[src/core/eia_pkg.sv]
// Package: opcodes, widths, field positions and carriers for the decoder
`default_nettype none
package eia_pkg;
  localparam int EIA_IW = 16;
  localparam int EIA_PW = 12;
  localparam int EIA_AW = 12;
  localparam int EIA_FW = 8;
  localparam int EIA_BW = 4;
  localparam int EIA_LITW = 6;
  localparam logic [7:0] EIA_SUBF_OP = 8'hE9;
  localparam logic [1:0] EIA_SEL_FRAME = 2'h3;
  localparam logic [7:0] EIA_IDX_MAX = 8'h5F;
  localparam logic [3:0] EIA_ACC_HI_BANK = 4'hF;
  localparam int EIA_OP_HI = 15;
  localparam int EIA_OP_LO = 8;
  localparam int EIA_SEL_HI = 7;
  localparam int EIA_SEL_LO = 6;
  localparam int EIA_A_BIT = 8;
  localparam int EIA_D_BIT = 9;
  localparam logic [EIA_AW-1:0] EIA_FRAME_RST = 12'h000;

  typedef struct packed {
    logic [EIA_AW-1:0] addr;
    logic indexed;
    logic toWreg;
    logic valid;
  } eia_daddr_t;

  typedef struct packed {
    logic load;
    logic [EIA_PW-1:0] target;
    logic pop;
    logic flush;
  } eia_ret_t;
endpackage
`default_nettype wire

[src/core/eia_frame_reg.sv]
// Stack-frame pointer storage with subtract port
`timescale 1ns/1ps
`default_nettype none
module eia_frame_reg
  import eia_pkg::*;
#(
  parameter int AW = EIA_AW
) (
  input wire logic sys_clk,
  input wire logic rst_n,
  input wire logic subEn,
  input wire logic [EIA_LITW-1:0] subLit,
  input wire logic wrEn,
  input wire logic [AW-1:0] wrData,
  output logic [AW-1:0] frameReg
);
  // Full-width subtract, no status flags touched
  always_ff @(posedge sys_clk) begin
    if (!rst_n) begin
      frameReg <= AW'(EIA_FRAME_RST);
    end else if (subEn) begin
      frameReg <= frameReg - AW'(subLit);
    end else if (wrEn) begin
      frameReg <= wrData;
    end
  end
endmodule // eia_frame_reg
`default_nettype wire

[src/core/eia_decode.sv]
// Extended-mode decoder: subtract-and-return and indexed operand addressing
// Notes on behaviour
// - Subtract-and-return takes unsigned 6-bit literal off the frame pointer.
// - Then it returns: program counter loads popped return stack top.
// - One word, two cycles; second cycle is a no-operation.
// - Subtract-from-pointer opcode with select 11 is subtract-and-return.
// - Extended off: file address literal, access bank or bank select.
// - Extended on, access 0, address up to 5Fh: offset from pointer.
// - Addresses above 5Fh keep literal meaning even when extended.
// - Offset mode covers all byte and bit instructions with access bit.
// - One enable turns on both new opcodes and offset addressing.
// - Pointer zero gives the ordinary lower access-bank addresses.
// - Destination bit keeps choosing working register or memory.
// - Indexed address is frame pointer plus instruction literal.
`timescale 1ns/1ps
`default_nettype none
module eia_decode
  import eia_pkg::*;
#(
  parameter int AW = EIA_AW,
  parameter int PW = EIA_PW
) (
  input wire logic sys_clk,
  input wire logic rst_n,
  input wire logic extEnable,
  input wire logic instrValid,
  input wire logic [EIA_IW-1:0] instrWord,
  input wire logic byteBitOp,
  input wire logic [EIA_BW-1:0] bankSelect,
  input wire logic [PW-1:0] returnStackTop,
  input wire logic frameWrEn,
  input wire logic [AW-1:0] frameWrData,
  output var eia_daddr_t dataAddr,
  output var eia_ret_t retCtl,
  output logic [AW-1:0] stackFramePointer,
  output logic execStall
);
  typedef enum logic [0:0] {EIA_RUN, EIA_NOP2} eia_state_t;

  eia_state_t stateReg;
  eia_state_t stateNext;
  logic isSubRet;
  logic indexedHit;
  logic [AW-1:0] addrNext;
  logic [AW-1:0] framePtr;

  // Opcode match for pointer subtract with frame select
  function automatic logic subRetMatch(input logic [EIA_IW-1:0] w);
    return (w[EIA_OP_HI:EIA_OP_LO] == EIA_SUBF_OP) &&
      (w[EIA_SEL_HI:EIA_SEL_LO] == EIA_SEL_FRAME);
  endfunction

  // Offset form only for low access-bank operands
  function automatic logic idxMatch(input logic [EIA_IW-1:0] w,
                                    input logic en);
    return en && !w[EIA_A_BIT] &&
      (w[EIA_FW-1:0] <= EIA_IDX_MAX);
  endfunction

  // New opcode only decoded while extension is on; during the nop cycle
  // the fetched word is the stale prefetch and must be ignored
  assign isSubRet = instrValid && extEnable && (stateReg == EIA_RUN) &&
    subRetMatch(instrWord);

  assign indexedHit = byteBitOp && idxMatch(instrWord, extEnable);

  eia_frame_reg #(
    .AW(AW)
  ) u_frame (
    .sys_clk(sys_clk),
    .rst_n(rst_n),
    .subEn(isSubRet),
    .subLit(instrWord[EIA_LITW-1:0]),
    .wrEn(frameWrEn),
    .wrData(frameWrData),
    .frameReg(framePtr)
  );

  always_comb begin
    stateNext = stateReg;
    case (stateReg)
      EIA_RUN: begin
        if (isSubRet) begin
          stateNext = EIA_NOP2;
        end
      end
      EIA_NOP2: begin
        stateNext = EIA_RUN;
      end
      default: begin
        stateNext = EIA_RUN;
      end
    endcase
  end

  always_ff @(posedge sys_clk) begin
    if (!rst_n) begin
      stateReg <= EIA_RUN;
    end else begin
      stateReg <= stateNext;
    end
  end

  // Address formation; pointer zero naturally maps offset to itself
  always_comb begin
    if (indexedHit) begin
      addrNext = framePtr + AW'(instrWord[EIA_FW-1:0]);
    end else if (!instrWord[EIA_A_BIT]) begin
      if (instrWord[EIA_FW-1:0] <= EIA_IDX_MAX) begin
        addrNext = AW'(instrWord[EIA_FW-1:0]);
      end else begin
        addrNext = AW'({EIA_ACC_HI_BANK, instrWord[EIA_FW-1:0]});
      end
    end else begin
      addrNext = AW'({bankSelect, instrWord[EIA_FW-1:0]});
    end
  end

  always_ff @(posedge sys_clk) begin
    if (!rst_n) begin
      dataAddr <= '0;
    end else begin
      dataAddr.valid <= instrValid && byteBitOp && (stateReg == EIA_RUN);
      dataAddr.addr <= addrNext;
      dataAddr.indexed <= indexedHit;
      dataAddr.toWreg <= !instrWord[EIA_D_BIT];
    end
  end

  // Return issued with pointer update; flush covers the nop cycle
  always_ff @(posedge sys_clk) begin
    if (!rst_n) begin
      retCtl <= '0;
    end else begin
      retCtl.load <= isSubRet;
      retCtl.pop <= isSubRet;
      retCtl.target <= returnStackTop;
      retCtl.flush <= isSubRet;
    end
  end

  always_ff @(posedge sys_clk) begin
    if (!rst_n) begin
      execStall <= 1'b0;
    end else begin
      execStall <= (stateNext == EIA_NOP2);
    end
  end

  // Pointer output registered for the datapath
  always_ff @(posedge sys_clk) begin
    if (!rst_n) begin
      stackFramePointer <= AW'(EIA_FRAME_RST);
    end else begin
      stackFramePointer <= framePtr;
    end
  end
endmodule // eia_decode
`default_nettype wire

[config.mk]
export PLATFORM = sky130hd
export DESIGN_NAME = eia_decode
export DESIGN_NICKNAME = d
export VERILOG_FILES = /design/src/core/eia_pkg.sv /design/src/core/eia_frame_reg.sv /design/src/core/eia_decode.sv
export SDC_FILE = /design/constraint.sdc
export NUM_CORES = 1
export LEC_CHECK = 0
export BUFFER_PORTS_ARGS = -buffer_cell sky130_fd_sc_hd__buf_2
export CORE_MARGIN = 2
export CORE_UTILIZATION = 49
export CTS_CLUSTER_SIZE = 20
export DETAILED_ROUTE_END_ITERATION = 10
export GPL_ROUTABILITY_DRIVEN = 1
export PLACE_DENSITY_LB_ADDON = 0.1
export REMOVE_ABC_BUFFERS = 1
export SYNTH_ARGS = -nofsm -noshare
export SYNTH_HDL_FRONTEND = slang
export SYNTH_SLANG_ARGS = --single-unit
[constraint.sdc]
create_clock -name sys_clk -period 2.3 [get_ports sys_clk]
set_input_delay 0.23 -clock sys_clk [delete_from_list [all_inputs] [get_ports sys_clk]]
set_output_delay 0.23 -clock sys_clk [all_outputs]
set_load 0.05 [all_outputs]
# == Word level (Yosys, flattened, before mapping) ==
# Cells that the tools add are included.
# W data, S select, Z words.
# word_totals
reg_bits,53
output_inout_bits,43
wordCells,34
# op_classes
muxes,7
n_reduce_logical,12
bitwise,1
order_cmp,1
n_eq_ne,2
addsub,2
# ops
op,n
$mux W12,5
$add A12 B8 Y12,1
$sub A12 B6 Y12,1
$logic_and A1 B1 Y1,9
$eq A8 B8 Y1 const B,1
$le A8 B7 Y1 const B,1
$eq A2 B2 Y1 const B,1
$logic_not A1 Y1,2
$pmux W1 S2,1
$reduce_bool A2 Y1,1
$mux W1,1
$not A1 Y1,1

# == Depth between registers and ports, before layout ==
# Gate-level depths: netlist of run 1.
# logic_depth
word_depth,5
depth_mapped,9

# == By module ==
# A second synthesis of run 1 with hierarchy kept.
# unflattened
cells_unflattened,301
hier_area_um2,2677.6
# by_module_without_submodules
module,seq_area_each_um2,cells_each,area_each_um2,n_inst
eia_decode,820.8,182,1712.9,1
eia_frame_reg,240.2,119,964.7,1

# == Least setup slack after synthesis of run 1 ==
# Ideal clock, no wire load.
# synth_path
path_type,register to register
start,register u_frame.frameReg[1]
end,register dataAddr[9] (netlist name)
required_ns,2.208
slack_ns,0.273
synth_period_minus_slack_ns,2.027
t_arrival_ns,1.934
n_path_buf,0
path_stages_with_launch,8
path_cell_list,dfxtp_1 > inv_1 > fa_1 > or2_2 > a221oi_1 > o21ai_0 > nor3b_1 > o32ai_1
# synth_via
elab_chain_len,2
# synth_rtl
item,line_no,rtl
"start, declared",eia_frame_reg.sv:15,output logic [AW-1:0] frameReg
"start signal, assigned",eia_frame_reg.sv:20,frameReg <= AW'(EIA_FRAME_RST);
"start signal, assigned",eia_frame_reg.sv:22,frameReg <= frameReg - AW'(subLit);
"start signal, assigned",eia_frame_reg.sv:24,frameReg <= wrData;
$add A12 B8 Y12,eia_decode.sv:107,addrNext = framePtr + AW'(instrWord[EIA_FW-1:0]);
$mux W12,eia_decode.sv:106,if (indexedHit) begin
"end, declared",eia_decode.sv:33,"output var eia_daddr_t dataAddr,"
# No other way between the ends.
# A chain may end at the register's enable or synchronous reset.

# == Final worst setup path of run 1 ==
# layout_path
start,register u_frame.frameReg[0]
end,register dataAddr[9] (netlist name)
# Same word-level chain as after synthesis.

==> impl_results.md, run 1 <==
- Synthesized area: about 0.0026 mm^2
- Fin Hold WS: 82.7 ps
- CP peak stage delay: 340 ps
- Unrepaired setup endpoints after global routing: false
- Post-synthesis compound-gate area fraction: 17.8%
- Cells after Synth: 287
- Netlist cell types: 51
- Row cnt: 26
- Register area share after synthesis: 40.9%
- Clock slew at reported path FFs: roughly 100 ps
- Synth Warn #: 0
- Vias in the first global route: 2214
- Synth cell count leaders: 53 x dfxtp_1, 24 x nor2_1, 23 x and2_1, 22 x inv_1, 16 x nand2_1
- Ports: 93
- Final Hold Viols: 0
- Layout net count: between 400 and 500
- Mux contribution to synthesized area: 2.36%
- Final min period: 2140 ps
- Power share of the sequential group: 49.4%
- R2r startpoint: u_frame.frameReg[0]
- Core box area: 0.00511 mm^2
- Initial antenna violation count: 0
- Pint: 1.36 mW
- Post-synth ARST share: 0%
- Clk sinks: 53
- DR DRC count: 0
- Most frequent cell after synthesis: dfxtp_1
- CTS max path bufs: 2
- Top Usage Layer GRT: met2
- Total iterations of the first detailed-routing run: 4
- Hold Path Sink: dataAddr[1]
- R2R setup slack: 160 ps
- Final worst path period share: about 93%
- Max Cap Violations: 0
- CP Capture Type: register
- PwrDens: 616 mW/mm^2
- Synth Area in Simple Gates: 21.4%
- Dpl hpwl: 4640 um
- Post-Synth XOR/XNOR Area: 3.04%
- Wire length per cell: 13.2 um
- Status: finished, final reports clean
- Crit-path max FO: 3
- Total CTS buffers: 5
- Port Buffers: ~90
- Met2 Use GR: 36.5%
- Fillers: 458
- WP data arrival: 2370 ps
- Post-synth EDFFs: 0
- Final Max Tran Viols: 0
- Post-CTS setup buffer count: 0
- Psw: 0.647 mW
- VDD IR max: 0.355 mV
- Die width: around 77 um
- First-pass GRT wire length: just over 10000 um
- Iter 0 DRT Violations: 96
- Total global routing overflow: 0
- Chip height: 76.8 um
- Share of cells above drive strength 1: 31.3%
- Synth Register Bits: 53
- Via Count: between 2k and 2.5k
- Post-route setup TNS: 0 ps
- Worst slew pin tran: 492 ps
- Clock Tree Root: clkbuf_8
- Clock power frac: 27.4%
- GRT met1 Usage: 26.4%
- Yosys top cell by area: dfxtp_1
- Final WL: 5980 um
- Cell Count, Final, Fillers Out: 453
- CP Launch Type: register
- Die area: 0.00590 mm^2
- Largest cells by area after synthesis: dfxtp_1 41%, ha_1 6.7%, and2_1 5.5%, a211oi_1 3.5%, nor2_1 3.5%
- Hold wc startpoint: instrWord[9]
- Dominant synthesized flop cell: dfxtp_1
- Critical Setup Path Class: register to register
- Hold Path Cell Cnt: 2
- CP max stage cell: dfxtp_2
- Via-per-instance ratio: roughly 5
- Combinational Power Share: 23.3%
- Largest family of logic cells by synthesized area: simple AND/OR/NAND/NOR gates
- Setup violations, final: 0
- Worst path cell trace: ha_1 > inv_1 > fa_2 > or2_2 > a221oi_2 > buf_4 > o21ai_0 > nor3b_1 > o32ai_1
- Leakage dissipation: 1.58 nW
- Ant diodes: 0
- Final GP Congestion: roughly 0.83
- Syn Area/Cell: 9.05 um^2
- Synth Area in Adders: between 8 and 9%
- Starting Density: ~50%
- GRT Util Overall: approximately a fifth
- R2R depth: 9
- Hold/Removal Path Class: input port to register
- Top-area cell type share of the netlist area: 40.9%
- Relative slew slack: 66.8%
- Skew-Pair Late Insertion Delay: 310 ps
- Largest net degree at the start of global routing: 22
- TritonCTS clock tree: yes
- Fmax: approximately 0.47 GHz
- H-tree Lvls: 2
- Met3 GRT Util: 4.00%
- Sw frac: about 32%
- FF-to-FF End: dataAddr[9]
- Worst clock skew: 6.08 ps
- Routed Antenna Nets: 0
- Crit path required time: 2530 ps
- Placed cells: 445
- Synth-to-Final Area Change: 25.3%
## worst max-delay path: cells and delay by family, from the launching register on
kind                       cells  cell delay, ps
AOI/OAI and AO/OA              3             550
adders and majority gates      2             480
buffers and inverters          2             210
DFF                            1             340
and+or+nand+nor                2             470
## repair_timing
| item | CTS | global route |
|---|---|---|
| hold endpoints to repair | 0 | 0 |
| gates resized for setup | 0 | 3 |
| hold buffers | 0 | 0 |
| endpoints found under the setup margin | 0 | 3 |
## metal layers
layer  share of wire [%]  vias up
met4                 1.6        0
met3                 5.1        8
li1                    -     1192
met2                  47       60
met1                  46     1066
met5                   0        -
## cell families after synthesis
group	Yosys count
and+or+nand+nor	99
AOI/OAI and AO/OA	67
DFF	53
buffers and inverters	37
adders and majority gates	16
xor gates and xnor gates	9
muxes	6
## stage by stage
step	power (mW)	utilization [%]	setup WS [ps]	instance area, um^2
detailed placement	1.47	61.6	51.7	3150
global route	2.10	63.7	31.6	3250
finish	2.00	63.7	155	3250
global placement	1.47	61.6	134	3150
CTS	2.02	63.5	41.8	3240
floorplan	1.33	-	273	2520
## worst max path at each step
stage / start / to / slack (ps) / cells after the start
2_1_floorplan: u_frame.frameReg[1] / dataAddr[9] / 270 / 7
5_1_grt: u_frame.frameReg[0] / dataAddr[13] / 30 / 9
3_3_place_gp: instrWord[0] / dataAddr[13] / 130 / 10
4_1_cts: u_frame.frameReg[0] / dataAddr[9] / 40 / 9
3_5_place_dp: instrWord[0] / dataAddr[9] / 50 / 10
6_report: u_frame.frameReg[0] / dataAddr[9] / 160 / 9
## power by group through the flow
stage	Sequential, mW	Combinational, mW	Clock (mW)
3_3_place_gp	1.01	0.460	0
2_1_floorplan	1.13	0.193	0
5_1_grt	0.996	0.511	0.593
3_5_place_dp	1.01	0.465	0
4_1_cts	0.989	0.466	0.562
6_report	0.989	0.467	0.548
## state kept, by name, indices dropped and copies added, names as in the netlist
signal             flops
stackFramePointer     12
u_frame.frameReg      12
retCtl                13
execStall              1
dataAddr              15
## layout make-up
class / instances / area, um^2 / area share (%)
Tap cell: 70 / 87.6 / 2.69
Multi-Input combinational cell: 197 / 1380 / 42.5
Clock inverter: 3 / 26.3 / 0.808
Sequential cell: 53 / 1060 / 32.7
Inverter: 22 / 82.6 / 2.54
Clock buffer: 5 / 68.8 / 2.12
Timing Repair Buffer: 103 / 543 / 16.7
## placed cells by master (no fill, tap or decap), types with 2 or more instances in the layout
master and n:
buf_2 92, dfxtp_1 52, nor2_1 24, and2_1 23
inv_1 22, nand2_1 16, ha_1 14, o21ai_0 12
a211oi_1 12, buf_4 11, a21oi_1 7, nand2b_1 6
a31oi_1 6, xnor2_1 6, a21o_1 5, mux2i_1 5
nand4_1 5, o211ai_1 5, clkbuf_8 5, nand3b_1 3
xor2_1 3, nor3_1 3, nor2b_1 3, nand3_1 3
a22oi_1 3, a21boi_0 2, o211a_1 2, o2111ai_1 2
o22ai_1 2, a32oi_1 2, or3_1 2, clkinv_4 2
(Power assumes the default switching activity.)
==> run 2, diff against run 1 <==
--- a/config.mk
+++ b/config.mk
@@ -7,7 +7,8 @@
 export LEC_CHECK = 0
 export BUFFER_PORTS_ARGS = -buffer_cell sky130_fd_sc_hd__buf_2
 export CORE_MARGIN = 2
-export CORE_UTILIZATION = 49
+export CORE_UTILIZATION = 51
+export CTS_BUF_LIST = sky130_fd_sc_hd__clkbuf_4 sky130_fd_sc_hd__clkbuf_8
 export CTS_CLUSTER_SIZE = 20
 export DETAILED_ROUTE_END_ITERATION = 10
 export GPL_ROUTABILITY_DRIVEN = 1
==> run 2 against run 1 <==
Net effect:
- cell count shrank 1.1%
- clock power up 20%
- hold slack lost 18 ps
- first-iteration DRC count grew 39%
- die area down 3.7%
- critical endpoint unchanged
- highest routed layer unchanged
==> impl_results.md, run 2 (synthesized netlist as in run 1, its figures left out) <==
- CTS max path bufs: 2 (unchanged)
- Biggest regs: dataAddr: 15 flops, retCtl: 13 flops
- Post-route setup TNS: 0 ps (unchanged)
- Status: finished, final reports clean
- Commonest non-fill, non-tap cell in the layout: buf_2
- WP data arrival: 2420 ps (+50 ps)
- Max Cap Violations: 0 (unchanged)
- Worst slew pin tran: 535 ps (+43.1 ps)
- Largest net degree at the start of global routing: 19 (-14%)
- Hold wc startpoint: instrWord[9]
- Final min period: 2190 ps (+50.3 ps)
- Die area: 0.00568 mm^2 (-3.7%)
- FF-to-FF End: dataAddr[9]
- Critical Setup Path Class: register to register
- Core box area: 0.00482 mm^2 (-5.7%)
- First-pass GRT wire length: 9760 um (-3.7%)
- Unrepaired setup endpoints after global routing: false
- Relative slew slack: 63.9% (-2.9 points)
- Clock slew at reported path FFs: 100 ps (about the same)
- Multi-input gate area in the final layout: 0.00138 mm^2 (about the same)
- Final Hold Viols: 0 (unchanged)
- CP Capture Type: register
- Hold/Removal Path Class: input port to register
- VDD IR max: 0.353 mV (-0.52%)
- Skew-Pair Late Insertion Delay: 310 ps (about the same)
- Initial antenna violation count: 0 (unchanged)
- Fmax: 0.456 GHz (-2.3%)
- Commonest non-fill, non-tap cells in the layout: 92 x buf_2, 53 x dfxtp_1, 24 x nor2_1, 23 x and2_1, 22 x inv_1
- Reg area: 0.00106 mm^2 (-0.12%)
- R2r startpoint: u_frame.frameReg[0]
- TritonCTS clock tree: yes
- Wire length per cell: 13.2 um (+0.10%)
- Final GP Congestion: 0.860 (+3.2%)
- Ant diodes: 0 (unchanged)
- Starting Density: 53.9% (+3.1 points)
- R2R setup slack: 110 ps (-50 ps)
- Hold Path Sink: dataAddr[1]
- Dpl hpwl: 4480 um (-3.4%)
- Final WL: 5920 um (-1.0%)
- H-tree Lvls: 2 (unchanged)
- DR DRC count: 0 (unchanged)
- Fin Hold WS: 64.9 ps (-17.8 ps)
- Hold Path Cell Cnt: 2 (unchanged)
- Synth-to-Final Area Change: 25.5%
- CP Launch Type: register
- Fillers: 411 (-10%)
- Share of cells above drive strength 1: 30.7% (-0.62 points)
- Total power: 2.11 mW (+5.3%)
- R2R depth: 9 (unchanged)
- Crit-path max FO: 3 (unchanged)
- GRT Util Overall: 22.3% (+1.2 points)
- Total CTS buffers: 5 (unchanged)
- Post-CTS setup buffer count: 0 (unchanged)
- Worst clock skew: 7.68 ps (+1.60 ps)
- Largest Register: dataAddr
- Via Count: 2353 (+1.2%)
- Crit path required time: 2520 ps (about the same)
- Die width: 75.4 um (-1.9%)
- Cts repair resizes: 0 (unchanged)
- Layout net count: 446 (-0.45%)
- Largest register FFs: 15 (unchanged)
- Port Buffers: 92 (unchanged)
- Clk sinks: 53 (unchanged)
- Clock Tree Root: clkbuf_8
- Leakage dissipation: 1.58 nW (+0.15%)
- Final Max Tran Viols: 0 (unchanged)
- Ports: 93 (unchanged)
- Final worst path period share: 95.4% (+2.2 points)
- Via-per-instance ratio: 5.25 (+2.3%)
- Routed Antenna Nets: 0 (unchanged)
- Total global routing overflow: 0 (unchanged)
- Iter 0 DRT Violations: 133 (+39%)
- Row cnt: 25 (-3.8%)
- Vias in the first global route: 2189 (-1.1%)
- Total iterations of the first detailed-routing run: 4 (unchanged)
- Quantity of hold-fixing buffers added after cts: 0 (unchanged)
- Chip height: 75.4 um (-1.9%)
- Setup violations, final: 0 (unchanged)
- PwrDens: 648 mW/mm^2 (+5.2%)
==> run 2: report_power, final <==
part	internal, mW	leakage, nW	total [mW]	switching, mW
combinational	0.169	1.08	0.468	0.299
sequential	0.964	0.438	0.987	0.0228
clock	0.334	0.0603	0.655	0.321
total	1.47	1.58	2.11	0.643
==> run 2: layer usage <==
metal,wire length (um),vias to the layer above,GRT usage [%],share of wire (%)
met2,2700,84,35.9,46
met1,2670,1077,29.0,45
met3,458,10,6.22,7.7
li1,-,1182,-,-
met4,95,0,7.60,1.6
met5,0,-,0,0
==> run 2: how the worst max path moves through the flow <==
stage	start	depth (start not counted)	slack, ps	end
CTS	u_frame.frameReg[0]	9	40	dataAddr[9]
global placement	instrWord[0]	10	130	dataAddr[13]
detailed placement	instrWord[0]	10	50	dataAddr[9]
finish	u_frame.frameReg[0]	9	110	dataAddr[9]
floorplan	u_frame.frameReg[1]	7	270	dataAddr[9]
global route	u_frame.frameReg[2]	7	30	u_frame.frameReg[5]
==> run 2: critical path, cell delays in order (launching register included) <==
cell and delay, ps:
dfxtp_1 350, ha_1 160, inv_1 50, fa_2 350
or2_2 310, a221oi_2 230, buf_4 160, o21ai_0 110
nor3b_1 180, o32ai_1 220
==> run 2: cell type report <==
| type | instances | share of cell area (%) |
|---|---|---|
| Multi-Input combinational cell | 197 | 42.5 |
| Sequential cell | 53 | 32.6 |
| Inverter | 22 | 2.53 |
| Clock buffer | 5 | 2.11 |
| Clock inverter | 3 | 1.54 |
| Timing Repair Buffer | 101 | 16.2 |
| Tap cell | 67 | 2.57 |
==> run 2: metrics by stage <==
stage / instances / area (um^2) / worst slack, ps / utilization, %
4_1_cts: 448 / 3250 / 37.7 / 67.4
2_1_floorplan: 272 / 2520 / 273 / -
6_report: 448 / 3260 / 105 / 67.6
3_3_place_gp: 440 / 3130 / 125 / 65.0
5_1_grt: 448 / 3260 / 34.2 / 67.6
3_5_place_dp: 440 / 3130 / 51.0 / 65.0
==> run 3, diff against run 2 <==
--- a/config.mk
+++ b/config.mk
@@ -6,8 +6,10 @@
 export NUM_CORES = 1
 export LEC_CHECK = 0
 export BUFFER_PORTS_ARGS = -buffer_cell sky130_fd_sc_hd__buf_2
+export CELL_PAD_IN_SITES_DETAIL_PLACEMENT = 0
+export CELL_PAD_IN_SITES_GLOBAL_PLACEMENT = 1
 export CORE_MARGIN = 2
-export CORE_UTILIZATION = 51
+export CORE_UTILIZATION = 37
 export CTS_BUF_LIST = sky130_fd_sc_hd__clkbuf_4 sky130_fd_sc_hd__clkbuf_8
 export CTS_CLUSTER_SIZE = 20
 export DETAILED_ROUTE_END_ITERATION = 10
==> run 3 against run 2 <==
Net effect:
- cell area grew 0.54%
- largest cell class unchanged
- flip-flop and latch count is the same
- hold slack gained 15 ps
- cell count grew 6.7%
- utilization shrank 19 points
- clock power shrank 16%
- sequential share of layout area shrank 0.17 points
- non-clock buffer count grew 1
- die area grew 36%
- setup slack gained 63 ps
==> impl_results.md, run 3 (synthesized netlist as in run 1, its figures left out) <==
- Worst Path Buf+Inv: 2 (unchanged)
- CTS max path bufs: 2 (unchanged)
- Skew-Pair Late Insertion Delay: 310 ps (about the same)
- First-pass GRT wire length: 10300 um (+5.6%)
- Clk sinks: 53 (unchanged)
- Relative slew slack: 66.5% (+2.6 points)
- Worst slew pin tran: 497 ps (-38.5 ps)
- WP data arrival: 2360 ps (-60 ps)
- Ant diodes: 0 (unchanged)
- Commonest non-fill, non-tap cell in the layout: buf_2
- Biggest regs: dataAddr: 15 flops, retCtl: 13 flops
- Die area: 0.00770 mm^2 (+36%)
- Total iterations of the first detailed-routing run: 4 (unchanged)
- Iter 0 DRT Violations: 62 (-53%)
- Final GP Congestion: 0.817 (-5.0%)
- Post-CTS setup buffer count: 0 (unchanged)
- VDD IR max: 0.263 mV (-25%)
- Crit-path max FO: 3 (unchanged)
- Place WS: 51.2 ps (+0.260 ps)
- Pint: 1.35 mW (-7.7%)
- Setup violations, final: 0 (unchanged)
- Dpl cell area: 0.00317 mm^2 (+1.4%)
- Crit path required time: 2530 ps (about the same)
- Worst clock skew: 8.28 ps (+0.602 ps)
- Largest register FFs: 15 (unchanged)
- Leakage dissipation: 1.57 nW (-0.73%)
- Chip height: 87.8 um (+16%)
- Critical Setup Path Class: register to register
- CP max stage cell: fa_2
- Status: finished, final reports clean
- Via Count: 2315 (-1.6%)
- Clock power frac: 27.4% (-3.6 points)
- Via-per-instance ratio: 4.84 (-7.8%)
- Final min period: 2130 ps (-62.8 ps)
- Largest net degree at the start of global routing: 31 (+12)
- Power share of the sequential group: 49.2% (+2.4 points)
- Starting Density: 38.2% (-16 points)
- Delay-heaviest family, CP: compound AO/OA/AOI/OAI gates
- CP Launch Type: register
- Fmax: 0.469 GHz (+2.9%)
- Initial antenna violation count: 0 (unchanged)
- Dpl hpwl: 4980 um (+11%)
- Unrepaired setup endpoints after global routing: false
- PwrDens: 613 mW/mm^2 (-5.4%)
- TritonCTS clock tree: yes
- Row cnt: 30 (+20%)
- Total global routing overflow: 0 (unchanged)
- Max Cap Violations: 0 (unchanged)
- Worst path cell trace: ha_1 > inv_1 > fa_2 > or2_2 > a221oi_2 > buf_4 > o21ai_0 > nor3b_1 > o32ai_1
- Final Max Tran Viols: 0 (unchanged)
- Post-route setup TNS: 0 ps (unchanged)
- Psw: 0.653 mW (+1.5%)
- GRT Util Overall: 17.3% (-5.1 points)
- Final worst path period share: 92.7% (-2.7 points)
- Combinational Power Share: 23.4% (+1.2 points)
- Ports: 93 (unchanged)
- Layout net count: 447 (+0.22%)
- Final Hold Viols: 0 (unchanged)
- Routed Antenna Nets: 0 (unchanged)
- Port Buffers: 92 (unchanged)
- Quantity of hold-fixing buffers added after cts: 0 (unchanged)
- Core box area: 0.00679 mm^2 (+41%)
- Die width: 87.8 um (+16%)
- Synth-to-Final Area Change: 26.2%
- Total power: 2.01 mW (-4.9%)
- Clock Tree Root: clkbuf_8
- H-tree Lvls: 2 (unchanged)
- Clock slew at reported path FFs: 100 ps (about the same)
- Final Cell Area: 0.00328 mm^2 (+0.54%)
- Share of cells above drive strength 1: 30.9% (+0.18 points)
- Commonest non-fill, non-tap cells in the layout: 92 x buf_2, 53 x dfxtp_1, 24 x nor2_1, 23 x and2_1, 22 x inv_1
- CP Capture Type: register
- Final WL: 6480 um (+9.5%)
- Total CTS buffers: 5 (unchanged)
- Hold/Removal Path Class: input port to register
- DR DRC count: 0 (unchanged)
- Vias in the first global route: 2145 (-2.0%)
- CP peak stage delay: 350 ps (about the same)
- Largest Register: dataAddr
- Wire length per cell: 13.6 um (+2.7%)
- Sw frac: 32.6% (+2.1 points)
- Fin worst setup slack: 168 ps (+62.8 ps)
## run 3: through the flow
stage	std cells	hold WS (ps)	utilization (%)
global placement	470	421	46.7
CTS	478	74.1	48.1
floorplan	272	302	-
detailed placement	470	422	46.7
finish	478	80.1	48.2
global route	478	72.7	48.2
## run 3: power groups by stage
stage / sequential (mW) / clock [mW] / combinational [mW]
floorplan: 1.13 / 0 / 0.193
global placement: 1.01 / 0 / 0.468
detailed placement: 1.01 / 0 / 0.470
CTS: 0.988 / 0.576 / 0.472
global route: 0.995 / 0.610 / 0.514
finish: 0.988 / 0.550 / 0.470
## run 3: layout make-up
type	instances	area, um^2
Fill cell	710	3520
Multi-Input combinational cell	197	1380
Sequential cell	53	1060
Timing Repair Buffer	102	536
Tap cell	96	120
Inverter	22	82.6
Clock buffer	5	68.8
Clock inverter	3	25.0
## run 3: what timing repair did
action	4_1_cts	5_1_grt
setup endpoints to repair	0	3
endpoints found under the hold margin	0	0
resized for setup	0	2
## run 3: per-layer routing
metal  vias up  share of wire [%]  GRT usage, %
met5         -                  0             0
met1      1044                 48          23.1
li1       1190                  -             -
met4         0                1.3          5.31
met2        74                 45          28.0
met3         7                6.4          3.58
## run 3: path summary, 6_finish.rpt
check / start / end / slack (ps) / depth (start not counted)
worst max-delay path: u_frame.frameReg[0] / dataAddr[9] / 170 / 9
worst min-delay path: instrWord[9] / dataAddr[1] / 80 / 2
worst max register to register: u_frame.frameReg[0] / dataAddr[9] / 170 / 9
worst min register to register: u_frame.frameReg[0] / stackFramePointer[0] / 500 / 2
## run 3: worst reg2reg max path, delay by kind of cell, from the launching register on
family | cells | cell delay (ps)
AO/OA/AOI/OAI | 3 | 530
adder cells (fa/ha/maj) | 2 | 510
buffers and inverters | 2 | 220
AND/OR/NAND/NOR | 2 | 470
flip-flops | 1 | 340
